[config.mk]
export PLATFORM = sky130hd
export DESIGN_NAME = quad_dac_host_ctrl_flat
export DESIGN_NICKNAME = d
export VERILOG_FILES = /design/src/quad_dac_pkg.sv /design/src/quad_dac_link_if.sv /design/src/quad_dac_host_ctrl.sv /design/src/flat_wrapper.sv
export SDC_FILE = /design/constraint.sdc
export NUM_CORES = 1
export LEC_CHECK = 0
export ABC_CLOCK_PERIOD_IN_PS = 3370
export BUFFER_PORTS_ARGS = -buffer_cell sky130_fd_sc_hd__buf_4
export CELL_PAD_IN_SITES_DETAIL_PLACEMENT = 1
export CELL_PAD_IN_SITES_GLOBAL_PLACEMENT = 2
export CORE_ASPECT_RATIO = 1.75
export CORE_UTILIZATION = 31
export DETAILED_ROUTE_END_ITERATION = 8
export PLACE_DENSITY = 0.95
export SLEW_MARGIN = 20
export SYNTH_ARGS = -nofsm -noshare
export SYNTH_HDL_FRONTEND = slang
export SYNTH_SLANG_ARGS = --single-unit
[constraint.sdc]
create_clock -name core_clk -period 3.37 [get_ports core_clk]
set_input_delay 0.337 -clock core_clk [delete_from_list [all_inputs] [get_ports core_clk]]
set_output_delay 0.337 -clock core_clk [all_outputs]
set_load 0.05 [all_outputs]
[src/quad_dac_pkg.sv]
/*
  Shared constants, pin bundle, state layouts and channel decode
  for the quad converter load logic and its controller.
  Assumes both ends run on one 100 MHz core clock.
*/
// ***********************************************************
// Summary of operation
// (RULE1) Load strobe copies all four codes together
// (RULE2) Load strobe low keeps converter registers transparent
// (RULE3) Clear zeroes input and converter registers
// (RULE4) Clear leaves the shift register alone
// (RULE5) Chip select high ignores serial clock
// (RULE6) Chip select rise writes addressed input register
// (RULE7) Chip select never touches converter loading
// (RULE8) One bit shifted per rising serial clock
// (RULE9) Host sends words most significant bit first
// (RULE10) Floated serial line gives hardware power-down
// (RULE11) Power-down keeps converter register contents
// (RULE12) Power-down turns channel drivers off
// (RULE13) Write strobe low writes parallel bus
// (RULE14) Two address inputs pick the register
// (RULE15) Floated low address gives hardware power-down
// (RULE16) Top data line is most significant
// (RULE17) Address 00 A, 01 B, 10 C, 11 D
// (RULE18) Twelve-bit word, last twelve bits used
// (RULE19) Low off bits shut all or addressed channel
// (RULE20) Write strobe low transparent, rising edge latches
// (RULE21) Power-up holds all codes at zero
// ***********************************************************
package quad_dac_pkg;

  // ***********************************************************
  // Word layout and codes
  // ***********************************************************
  localparam int WORD_W = 12;
  localparam int ALL_OFF_POS = 11;
  localparam int SEL_OFF_POS = 10;
  localparam int ADDR_HI_POS = 9;
  localparam int ADDR_LO_POS = 8;
  localparam logic [7:0] ZERO_CODE = 8'h00;
  localparam logic [1:0] CHAN_A = 2'h0;
  localparam logic [1:0] CHAN_B = 2'h1;
  localparam logic [1:0] CHAN_C = 2'h2;
  localparam logic [3:0] CHAN_ALL = 4'hF;
  localparam logic [3:0] CHAN_NONE = 4'h0;

  // ***********************************************************
  // Timing of the controller-made link clock
  // ***********************************************************
  localparam int CORE_PERIOD_NS = 10;
  localparam int SCLK_HALF_NS = 80;
  localparam logic [3:0] SCLK_HALF_CYC = 4'(SCLK_HALF_NS / CORE_PERIOD_NS);
  localparam logic [3:0] HALF_M1 = SCLK_HALF_CYC - 4'h1;
  localparam logic [3:0] LAST_BIT = 4'(WORD_W - 1);

  // ***********************************************************
  // Controller register map and fields
  // ***********************************************************
  localparam logic [3:0] REG_SER_WORD = 4'h0;
  localparam logic [3:0] REG_PAR_WORD = 4'h4;
  localparam logic [3:0] REG_PIN_CTRL = 4'h8;
  localparam logic [3:0] REG_STATUS = 4'hC;
  localparam int LOAD_POS = 0;
  localparam int CLEAR_POS = 1;
  localparam int FLOAT_SER_POS = 2;
  localparam int FLOAT_ADR_POS = 3;
  localparam logic [3:0] PIN_CTRL_RST = 4'h3;

  // ***********************************************************
  // Types
  // ***********************************************************
  typedef struct packed {
    logic csN;
    logic sclk;
    logic serialInOrPowerDown;
    logic serialFloat;
    logic converterLoadStrobeN;
    logic registerClearN;
    logic wrN;
    logic channelAddrHi;
    logic channelAddrLoOrPowerDown;
    logic addrLoFloat;
    logic [7:0] parData;
  } link_pins_s;

  localparam link_pins_s PINS_IDLE = '{csN: 1'b1, sclk: 1'b0,
    serialInOrPowerDown: 1'b0, serialFloat: 1'b0, converterLoadStrobeN: 1'b1,
    registerClearN: 1'b1, wrN: 1'b1, channelAddrHi: 1'b0,
    channelAddrLoOrPowerDown: 1'b0, addrLoFloat: 1'b0, parData: 8'h00};

  typedef struct packed {
    link_pins_s syncA;
    link_pins_s syncB;
    link_pins_s prev;
    logic [11:0] shiftWord;
    logic [3:0][7:0] inputCode;
    logic [3:0][7:0] convCode;
    logic [3:0] chanOff;
    logic [3:0] outDrive;
  } dev_s;

  localparam dev_s DEV_RST = '{syncA: PINS_IDLE, syncB: PINS_IDLE,
    prev: PINS_IDLE, shiftWord: 12'h000, inputCode: '0, convCode: '0,
    chanOff: 4'h0, outDrive: 4'hF};

  typedef enum logic [6:0] {
    H_IDLE = 7'h01,
    H_SER_LO = 7'h02,
    H_SER_HI = 7'h04,
    H_SER_END = 7'h08,
    H_PAR_SET = 7'h10,
    H_PAR_WR = 7'h20,
    H_PAR_HOLD = 7'h40
  } host_state_e;

  typedef struct packed {
    host_state_e state;
    logic [3:0] cnt;
    logic [3:0] bitsLeft;
    logic [11:0] word;
    logic csN;
    logic sclk;
    logic sdi;
    logic sdiOe;
    logic loadN;
    logic clearN;
    logic wrN;
    logic addrHi;
    logic addrLo;
    logic addrLoOe;
    logic [7:0] parData;
    logic [3:0] pinCtrl;
    logic rdDone;
    logic [31:0] rdData;
  } host_s;

  localparam host_s HOST_RST = '{state: H_IDLE, cnt: 4'h0, bitsLeft: 4'h0,
    word: 12'h000, csN: 1'b1, sclk: 1'b0, sdi: 1'b0, sdiOe: 1'b1,
    loadN: 1'b1, clearN: 1'b1, wrN: 1'b1, addrHi: 1'b0, addrLo: 1'b0,
    addrLoOe: 1'b1, parData: 8'h00, pinCtrl: PIN_CTRL_RST, rdDone: 1'b0,
    rdData: 32'h0000_0000};

  // Address pair to one-hot channel select
  function automatic logic [3:0] chanDecode(input logic [1:0] addr);
    case (addr)
      CHAN_A: chanDecode = 4'h1;
      CHAN_B: chanDecode = 4'h2;
      CHAN_C: chanDecode = 4'h4;
      default: chanDecode = 4'h8;
    endcase
  endfunction

endpackage

[src/quad_dac_link_if.sv]
/*
  Pin-level link between controller and converter load logic.
  Assumes the controller owns every pin; floated lines are
  resolved here from the output enables.
*/
interface quad_dac_link_if;
  // Serial front end
  logic csN;
  logic sclk;
  logic sdiOut;
  logic sdiOe;
  logic serialInOrPowerDown;
  logic serialFloat;
  // Load and clear strobes
  logic converterLoadStrobeN;
  logic registerClearN;
  // Parallel front end
  logic wrN;
  logic channelAddrHi;
  logic addrLoOut;
  logic addrLoOe;
  logic channelAddrLoOrPowerDown;
  logic addrLoFloat;
  logic [7:0] parData;

  // Floated line rests low; the float sense stands for the window detector
  assign serialInOrPowerDown = sdiOe & sdiOut;
  assign serialFloat = ~sdiOe;
  assign channelAddrLoOrPowerDown = addrLoOe & addrLoOut;
  assign addrLoFloat = ~addrLoOe;

  modport host (
    output csN, sclk, sdiOut, sdiOe, converterLoadStrobeN, registerClearN,
    output wrN, channelAddrHi, addrLoOut, addrLoOe, parData
  );

  modport dev (
    input csN, sclk, serialInOrPowerDown, serialFloat, converterLoadStrobeN,
    input registerClearN, wrN, channelAddrHi, channelAddrLoOrPowerDown,
    input addrLoFloat, parData
  );
endinterface

[src/quad_dac_host_ctrl.sv]
/*
  Controller end: Avalon-MM slave with command registers that
  drives the serial frame, parallel write and strobe pins.
  Assumes one master; the link clock is made here by a divider.
*/
// The Avalon-MM register port and the register offsets were decided locally.
module quad_dac_host_ctrl (
  // Core clock, reset, enable
  input wire logic core_clk,
  input wire logic srst,
  input wire logic ce,
  // Avalon-MM slave
  input wire logic [3:0] address,
  input wire logic read,
  input wire logic write,
  input wire logic [31:0] writedata,
  output logic [31:0] readdata,
  output logic waitrequest,
  // Link to the converter
  quad_dac_link_if.host link
);

  // ***********************************************************
  // State
  // ***********************************************************
  quad_dac_pkg::host_s st_reg;
  quad_dac_pkg::host_s st_next;
  logic busy;
  logic cmdWrite;
  logic wrTake;
  logic halfDone;

  // Bus handshake; command writes stall while a transfer runs
  always_comb begin
    busy = (st_reg.state != quad_dac_pkg::H_IDLE);
    cmdWrite = write && (address == quad_dac_pkg::REG_SER_WORD
      || address == quad_dac_pkg::REG_PAR_WORD);
    waitrequest = !ce || (read && !st_reg.rdDone) || (cmdWrite && busy);
    wrTake = write && !waitrequest;
    halfDone = (st_reg.cnt == 4'h0);
  end

  // ***********************************************************
  // Next state
  // ***********************************************************
  always_comb begin
    st_next = st_reg;
    // Half-period counter reloads itself in every state, idle included
    st_next.cnt = halfDone ? quad_dac_pkg::HALF_M1 : st_reg.cnt - 4'h1;

    // Reads take one wait cycle so read data comes from a register
    st_next.rdDone = read && !st_reg.rdDone;
    if (read && !st_reg.rdDone) begin
      case (address)
        quad_dac_pkg::REG_PIN_CTRL: st_next.rdData = {28'h0, st_reg.pinCtrl};
        quad_dac_pkg::REG_STATUS: st_next.rdData = {31'h0, busy};
        default: st_next.rdData = 32'h0000_0000;
      endcase
    end
    if (wrTake && address == quad_dac_pkg::REG_PIN_CTRL) begin
      st_next.pinCtrl = writedata[3:0];
    end

    case (st_reg.state)
      quad_dac_pkg::H_IDLE: begin
        if (wrTake && address == quad_dac_pkg::REG_SER_WORD) begin
          // MSB goes out first
          st_next.word = writedata[11:0]; // RULE9
          st_next.sdi = writedata[11];
          st_next.csN = 1'b0;
          st_next.sclk = 1'b0;
          st_next.bitsLeft = quad_dac_pkg::LAST_BIT; // RULE18
          st_next.cnt = quad_dac_pkg::HALF_M1;
          st_next.state = quad_dac_pkg::H_SER_LO;
        end else if (wrTake && address == quad_dac_pkg::REG_PAR_WORD) begin
          st_next.addrHi = writedata[9];
          st_next.addrLo = writedata[8];
          st_next.parData = writedata[7:0];
          st_next.cnt = quad_dac_pkg::HALF_M1;
          st_next.state = quad_dac_pkg::H_PAR_SET;
        end
      end
      quad_dac_pkg::H_SER_LO: begin
        if (halfDone) begin
          st_next.sclk = 1'b1; // RULE8
          st_next.state = quad_dac_pkg::H_SER_HI;
        end
      end
      quad_dac_pkg::H_SER_HI: begin
        if (halfDone) begin
          st_next.sclk = 1'b0;
          if (st_reg.bitsLeft == 4'h0) begin
            st_next.state = quad_dac_pkg::H_SER_END;
          end else begin
            st_next.word = {st_reg.word[10:0], 1'b0};
            st_next.sdi = st_reg.word[10];
            st_next.bitsLeft = st_reg.bitsLeft - 4'h1;
            st_next.state = quad_dac_pkg::H_SER_LO;
          end
        end
      end
      quad_dac_pkg::H_SER_END: begin
        // Raise chip select, then keep it high a half period
        if (halfDone && !st_reg.csN) begin
          st_next.csN = 1'b1;
        end else if (halfDone) begin
          st_next.state = quad_dac_pkg::H_IDLE;
        end
      end
      quad_dac_pkg::H_PAR_SET: begin
        if (halfDone) begin
          st_next.wrN = 1'b0; // RULE13
          st_next.state = quad_dac_pkg::H_PAR_WR;
        end
      end
      quad_dac_pkg::H_PAR_WR: begin
        if (halfDone) begin
          st_next.wrN = 1'b1;
          st_next.state = quad_dac_pkg::H_PAR_HOLD;
        end
      end
      quad_dac_pkg::H_PAR_HOLD: begin
        if (halfDone) begin
          st_next.state = quad_dac_pkg::H_IDLE;
        end
      end
      default: st_next.state = quad_dac_pkg::H_IDLE;
    endcase

    // Strobe levels and floats; a line floats only between transfers
    st_next.loadN = st_next.pinCtrl[quad_dac_pkg::LOAD_POS];
    st_next.clearN = st_next.pinCtrl[quad_dac_pkg::CLEAR_POS];
    st_next.sdiOe = !(st_next.state == quad_dac_pkg::H_IDLE
      && st_next.pinCtrl[quad_dac_pkg::FLOAT_SER_POS]); // RULE10
    st_next.addrLoOe = !(st_next.state == quad_dac_pkg::H_IDLE
      && st_next.pinCtrl[quad_dac_pkg::FLOAT_ADR_POS]); // RULE15
  end

  // ***********************************************************
  // State register
  // ***********************************************************
  always_ff @(posedge core_clk) begin
    if (srst) begin
      st_reg <= quad_dac_pkg::HOST_RST;
    end else if (ce) begin
      st_reg <= st_next;
    end
  end

  // ***********************************************************
  // Outputs
  // ***********************************************************
  assign readdata = st_reg.rdData;
  assign link.csN = st_reg.csN;
  assign link.sclk = st_reg.sclk;
  assign link.sdiOut = st_reg.sdi;
  assign link.sdiOe = st_reg.sdiOe;
  assign link.converterLoadStrobeN = st_reg.loadN;
  assign link.registerClearN = st_reg.clearN;
  assign link.wrN = st_reg.wrN;
  assign link.channelAddrHi = st_reg.addrHi;
  assign link.addrLoOut = st_reg.addrLo;
  assign link.addrLoOe = st_reg.addrLoOe;
  assign link.parData = st_reg.parData;

endmodule

[src/flat_wrapper.sv]
// flat-port wrapper written by rule: the top's interface ports become plain ports
module quad_dac_host_ctrl_flat 
  (core_clk, srst, ce, address, read, write, writedata, readdata, waitrequest, link_csN, link_sclk, link_sdiOut, link_sdiOe, link_converterLoadStrobeN, link_registerClearN, link_wrN, link_channelAddrHi, link_addrLoOut, link_addrLoOe, link_parData);
  quad_dac_link_if link_i ();
  input wire logic core_clk;
  input wire logic srst;
  input wire logic ce;
  input wire logic [3:0] address;
  input wire logic read;
  input wire logic write;
  input wire logic [31:0] writedata;
  output logic [31:0] readdata;
  output logic waitrequest;
  output wire logic [$bits(link_i.csN)-1:0] link_csN;
  output wire logic [$bits(link_i.sclk)-1:0] link_sclk;
  output wire logic [$bits(link_i.sdiOut)-1:0] link_sdiOut;
  output wire logic [$bits(link_i.sdiOe)-1:0] link_sdiOe;
  output wire logic [$bits(link_i.converterLoadStrobeN)-1:0] link_converterLoadStrobeN;
  output wire logic [$bits(link_i.registerClearN)-1:0] link_registerClearN;
  output wire logic [$bits(link_i.wrN)-1:0] link_wrN;
  output wire logic [$bits(link_i.channelAddrHi)-1:0] link_channelAddrHi;
  output wire logic [$bits(link_i.addrLoOut)-1:0] link_addrLoOut;
  output wire logic [$bits(link_i.addrLoOe)-1:0] link_addrLoOe;
  output wire logic [$bits(link_i.parData)-1:0] link_parData;
  assign link_csN = link_i.csN;
  assign link_sclk = link_i.sclk;
  assign link_sdiOut = link_i.sdiOut;
  assign link_sdiOe = link_i.sdiOe;
  assign link_converterLoadStrobeN = link_i.converterLoadStrobeN;
  assign link_registerClearN = link_i.registerClearN;
  assign link_wrN = link_i.wrN;
  assign link_channelAddrHi = link_i.channelAddrHi;
  assign link_addrLoOut = link_i.addrLoOut;
  assign link_addrLoOe = link_i.addrLoOe;
  assign link_parData = link_i.parData;
  quad_dac_host_ctrl u_core (.core_clk(core_clk), .srst(srst), .ce(ce), .address(address), .read(read), .write(write), .writedata(writedata), .readdata(readdata), .waitrequest(waitrequest), .link(link_i));
endmodule
Word-level counts from Yosys, hierarchy flattened

Index checks and enable logic that the tools add are counted.

Memory bits (read-only): 0
Bits in writable memories: 0
Bits in latches: 0
Flip-flop bits (word level): 81
Memories: 0

Multiplexer cells: 27
Eq/ne operators: 19
Bitwise logic cells: 1
Multiply operators: 0
Reductions and logical operators: 32
Divide/modulo/power cells: 0
Shift operators: 0
Order comparisons: 0
$add $sub $neg: 2

Operator list:

| operator                                                                | count |
|---|---|
| 7-bit case mux with 7 select lines                                      | 1 |
| 7-bit 2-to-1 mux                                                        | 6 |
| 16-bit 2-to-1 mux                                                       | 2 |
| 16-bit case mux with 2 select lines                                     | 1 |
| 11-bit 2-to-1 mux                                                       | 2 |
| 19-bit 2-to-1 mux                                                       | 1 |
| 4-bit 2-to-1 mux                                                        | 4 |
| 7-bit by 1-bit equality test with 1-bit output, second input constant   | 2 |
| 4-bit logical NOT                                                       | 3 |
| 2-bit by 1-bit inequality test with 1-bit output, second input constant | 6 |
| 4-bit AND reduction                                                     | 3 |
| 1-bit logical AND                                                       | 10 |
| 5-bit AND reduction                                                     | 2 |
| 4-bit equality test, second input constant                              | 2 |
| 4-bit case mux with 2 select lines                                      | 1 |
| 4-bit by 1-bit subtractor with 4-bit output, second input constant      | 2 |
| 7-bit by 2-bit equality test with 1-bit output, second input constant   | 1 |
| 7-bit by 3-bit equality test with 1-bit output, second input constant   | 1 |
| 7-bit by 4-bit equality test with 1-bit output, second input constant   | 1 |
| 7-bit by 5-bit equality test with 1-bit output, second input constant   | 1 |
| 7-bit by 6-bit equality test with 1-bit output, second input constant   | 1 |
| 7-bit equality test, second input constant                              | 1 |
| 7-bit by 1-bit inequality test with 1-bit output, second input constant | 1 |
| 1-bit logical NOT                                                       | 6 |
| other kinds (11)                                                        | 20 |

Depth between registers and ports, before layout

Depth after elaboration: 14
Gate-level depth with buffers: 8

Least setup slack after synthesis

No wires, ideal clock.

Kind: reg2out
Start point: register u_core.st_reg[77] (netlist name)
End point: output waitrequest
Path buffers: 2
Stages on the path, launching flop included: 6
Arrival time: 2141 ps
Slack: 892 ps
Cells stage by stage: dfxtp_1 -> clkbuf_1 -> nor2_1 -> and4b_1 -> clkbuf_1 -> o21ai_0

Cells in the longest elaborated chain, start to end: 3

RTL lines:

| what                                             | line                      | text |
|---|---|---|
| start, declared                                  | quad_dac_host_ctrl.sv:26  | `quad_dac_pkg::host_s st_reg;` |
| start signal, assigned                           | quad_dac_host_ctrl.sv:144 | `st_reg <= quad_dac_pkg::HOST_RST;` |
| start signal, assigned                           | quad_dac_host_ctrl.sv:146 | `st_reg <= st_next;` |
| 7-bit by 1-bit inequality test with 1-bit output | quad_dac_host_ctrl.sv:35  | `busy = (st_reg.state != quad_dac_pkg::H_IDLE);` |
| 1-bit logical AND                                | quad_dac_host_ctrl.sv:38  | `waitrequest = !ce \|\| (read && !st_reg.rdDone) \|\| (cmdWrite && busy);` |
| 1-bit logical OR                                 | quad_dac_host_ctrl.sv:38  |  |
| end, declared                                    | flat_wrapper.sv:13        | `output logic waitrequest;` |

No other way between the ends.

Worst setup path in the final report

Start point: register u_core.st_reg[71] (netlist name)
End point: register u_core.st_reg[69] (netlist name)

Cells in the longest elaborated chain, start to end: 3

RTL lines:

| what                                                              | line                     | text |
|---|---|---|
| 4-bit logical NOT                                                 | quad_dac_host_ctrl.sv:40 | `halfDone = (st_reg.cnt == 4'h0);` |
| 2-bit by 1-bit inequality test with 1-bit output (no source line) | n/a                      |  |
| 5-bit AND reduction (no source line)                              | n/a                      |  |

No other way between the ends.
A chain may end at the register's enable or synchronous reset.

==> summary by stage <==
Run status
The run finished with clean final reports.

Logic synthesis
The synthesized netlist cell count is approximately 320. The synthesized design spends more area on one cell type than any other, namely sky130_fd_sc_hd__dfxtp_1. In this run, synthesis produced a sequential element count of 51.

Yosys attributes the largest share of cell area to sky130_fd_sc_hd__dfxtp_1 (37%), sky130_fd_sc_hd__buf_4 (11%), sky130_fd_sc_hd__a21oi_1 (5.2%). The mapped netlist covers 2765 µm². The simple-gate portion of the synthesized area is 16.83%. The multiplexer share of the synthesized area is 5.566%. The synthesized netlist contains a little under 60 unique library cells.

The main flop type after synthesis is sky130_fd_sc_hd__dfxtp_1. Summing the areas of all fa, ha and maj instances in the mapped netlist gives 1.357% of the synthesized area. By count the netlist is led by sky130_fd_sc_hd__dfxtp_1 (51), sky130_fd_sc_hd__buf_4 (42), sky130_fd_sc_hd__nor2_1 (31).

The share of Yosys cell area claimed by the top area cell type is 36.92%. The yosys synthesis warning count is 0. The XOR/XNOR share of the synthesized area is less than 1%. The most used standard cell by instance count after synthesis is sky130_fd_sc_hd__dfxtp_1. In this run, synthesis inferred 0 flip-flops with an integrated enable. Of the synthesized area, sequential elements account for 36.92%. In the synthesized netlist the async set-or-reset flop fraction comes to 0%. The share of the synthesized area in compound gates (AO/OA/AOI/OAI) is between 20% and 30%. By area, the combinational part of the netlist is dominated by compound AO/OA/AOI/OAI gates. A synthesized cell averages 8.614 µm².

Clock tree
The number of buffers inserted to repair setup after CTS is 0. TritonCTS built the clock tree. After clock tree synthesis, the clock-pin slew on the worst setup and hold paths is 0.06 ns. The depth of the CTS H-tree is 2. The count of instances resized after the clock tree is built is 0. The clock reaches the later pin of the worst-skew pair after 0.29 ns. The TritonCTS sink count is 51.

The tree is rooted in a sky130_fd_sc_hd__clkbuf_16. The largest buffer count on any clock path is 2. The hold buffer count at CTS is 0. In this run, CTS created clock tree buffers numbering 5.

Timing
The number of pins exceeding their max-slew limit in the final report is 0. The share of the cycle needed by the critical path after routing is 76.74%. The max-slew headroom at the worst pin is between 40% and 50%. Timing would allow up to roughly 0.39 GHz. The transition at the pin with the smallest max-transition slack is 0.8161 ns.

Setup repair after global routing left no endpoint under its margin. The final setup TNS is 0 ns. The minimum period implied by the final worst setup slack is 2.586 ns. On the final layout, the worst clock skew is 0.004432 ns. The number of endpoints with negative hold slack in the final report is 0. The number of setup violations in the final report is 0.

Placed design
The congestion estimate from routability-driven global placement came to 0.7814. The half-perimeter wire length after placement is 5047 µm. The port buffer count is 43. Once placement finished, the instance area stood at 2985 µm².

Routing
The DRC violation count after routing is 0. After detailed routing, the number of vias per cell comes to between 5 and 6. The count of TritonRoute iterations in the first routing pass is 5.

The number of routed nets with antenna violations is 0. The detailed-route via count is between 2000 and 2500. The average routed wire per standard cell is 15.08 µm.

The wire length reported by the detailed router is 6950 µm. The DRC marker count from the first detailed-route iteration is ~160.

Cells and area
The number of flip-flops under the largest register name is 31. Compared with the post-synthesis result, the final layout area differs by 12.94%. The fill cell instance count of the final layout is 1073.

The count of antenna diodes in the layout is 0. The final instance area is 3123 µm². The fraction of final layout cells with drive strength greater than 1 is between 20% and 30%. The net count reported at finish is 387.

GRT
The maximum number of pins on one net before global-route repair is 54. The global-route usage over all layers is 16.04%. The via count of the first global-routing pass was 2406. The total congestion overflow after global routing is 0. The initial antenna violation count came to 0. The first global-routing pass estimated 11680 µm of wire.

Die
During I/O placement, the number of pins put on the boundary was 92. The die is ~130 µm tall. The die footprint is 9317 µm². In this run the core area contains 45 standard-cell rows. The die is 73.40 µm wide. For this configuration, the core starts out at a cell density of 31.89%.

The core area is between 8000 and 9000 µm².

Job
The number of max-capacitance violations reported is 0.

Min path
The worst hold path class is input port to flip-flop.

Setup path
The arrival time at the worst endpoint is around 2.8 ns. The critical path is of the flip-flop to flip-flop type. The data required time of the critical path is 3.58 ns.

STA classifies the critical path endpoint as a flip-flop. In this run the worst path has a maximum fanout of 14. The worst setup path is launched from a flip-flop.

Power
The leakage power is roughly 1.3 nW. The total power is 0.001305 W. Across the VDD grid, the largest voltage drop is 0.0003093 V. The ratio of total power to cell area is 417.8 nW/µm².
==> critical path, cell delays in order (launching register included) <==
cell and delay (ns):
sky130_fd_sc_hd__dfxtp_1 0.31, sky130_fd_sc_hd__inv_1 0.09, sky130_fd_sc_hd__ha_1 0.21, sky130_fd_sc_hd__nor3b_1 0.69, sky130_fd_sc_hd__nand4_1 0.25, sky130_fd_sc_hd__o32a_4 0.32, sky130_fd_sc_hd__or4_1 0.41, sky130_fd_sc_hd__a211oi_1 0.23
==> path summary, 6_finish.rpt <==
| kind | from | endpoint | slack (ns) | depth (start not counted) |
|---|---|---|---|---|
| max | u_core.st_reg[71]$_SDFFE_PP0P_ | u_core.st_reg[69]$_SDFFE_PP0P_ | 0.78 | 7 |
| min | writedata[0] | u_core.st_reg[33]$_SDFFE_PP1P_ | 0.27 | 2 |
| max reg2reg | u_core.st_reg[71]$_SDFFE_PP0P_ | u_core.st_reg[69]$_SDFFE_PP0P_ | 0.78 | 7 |
| min reg2reg | u_core.st_reg[64]$_SDFFE_PP0P_ | u_core.st_reg[64]$_SDFFE_PP0P_ | 0.48 | 2 |
==> logic make-up (layout without fill, tap and decap cells) <==
kind of cell    after synthesis  in the layout
compound gates               95             95
xor+xnor                      2              2
fa+ha+maj                     3              3
buf+inv                      70             66
flops                        51             51
mux                          15             15
other cells                   1             28
simple gates                 84             84
==> layout by cell type, fill, tap and decap left out, drive strengths merged, types with 3 or more instances in the layout <==
master  instances
a31oi           3
a22oi          14
buf            49
nor2b           3
nor3            8
inv             8
conb           28
a211oi          6
a211o           3
ha              3
and4b           3
dfxtp          51
nor2           31
o21ai          18
nand2          12
mux2i          12
a21oi          29
o41ai           3
nor4b           3
mux2            3
nor4            3
clkbuf          7
nand3           4
==> cell type report <==
type,count,area [µm²],share of cell area (%)
Tap cell,117,146.4,4.687
Multi-Input combinational cell,227,1416,45.35
Clock buffer,7,132.6,4.247
Sequential cell,51,1021,32.69
Clock inverter,1,5.005,0.1603
Inverter,9,33.78,1.082
Timing Repair Buffer,49,367.9,11.78
==> power by group <==
group	leakage, nW	total [W]	internal (W)	switching, W
Combinational	0.808	0.000194	0.0000454	0.000148
Sequential	0.412	0.000619	0.000611	0.00000740
Clock	0.0679	0.000492	0.000275	0.000217
Total	1.29	0.00130	0.000932	0.000373
==> routing by layer <==
metal	part of all wire [%]	GRT usage [%]
met2	57	30.39
met3	3.0	2.621
met5	0	0
met1	37	16.50
met4	2.9	7.353
==> per-stage QoR <==
step                util (%)  setup WS, ns  instances  hold WS [ns]
floorplan                  -        0.8919        348        0.4457
global placement       34.43        0.8831        453        0.4558
detailed placement     34.43        0.8001        453        0.4736
CTS                    36.02        0.7690        461        0.2636
global route           36.02        0.5627        461        0.2733
finish                 36.02        0.7837        461        0.2697
Power figures use the tool's default switching activity.
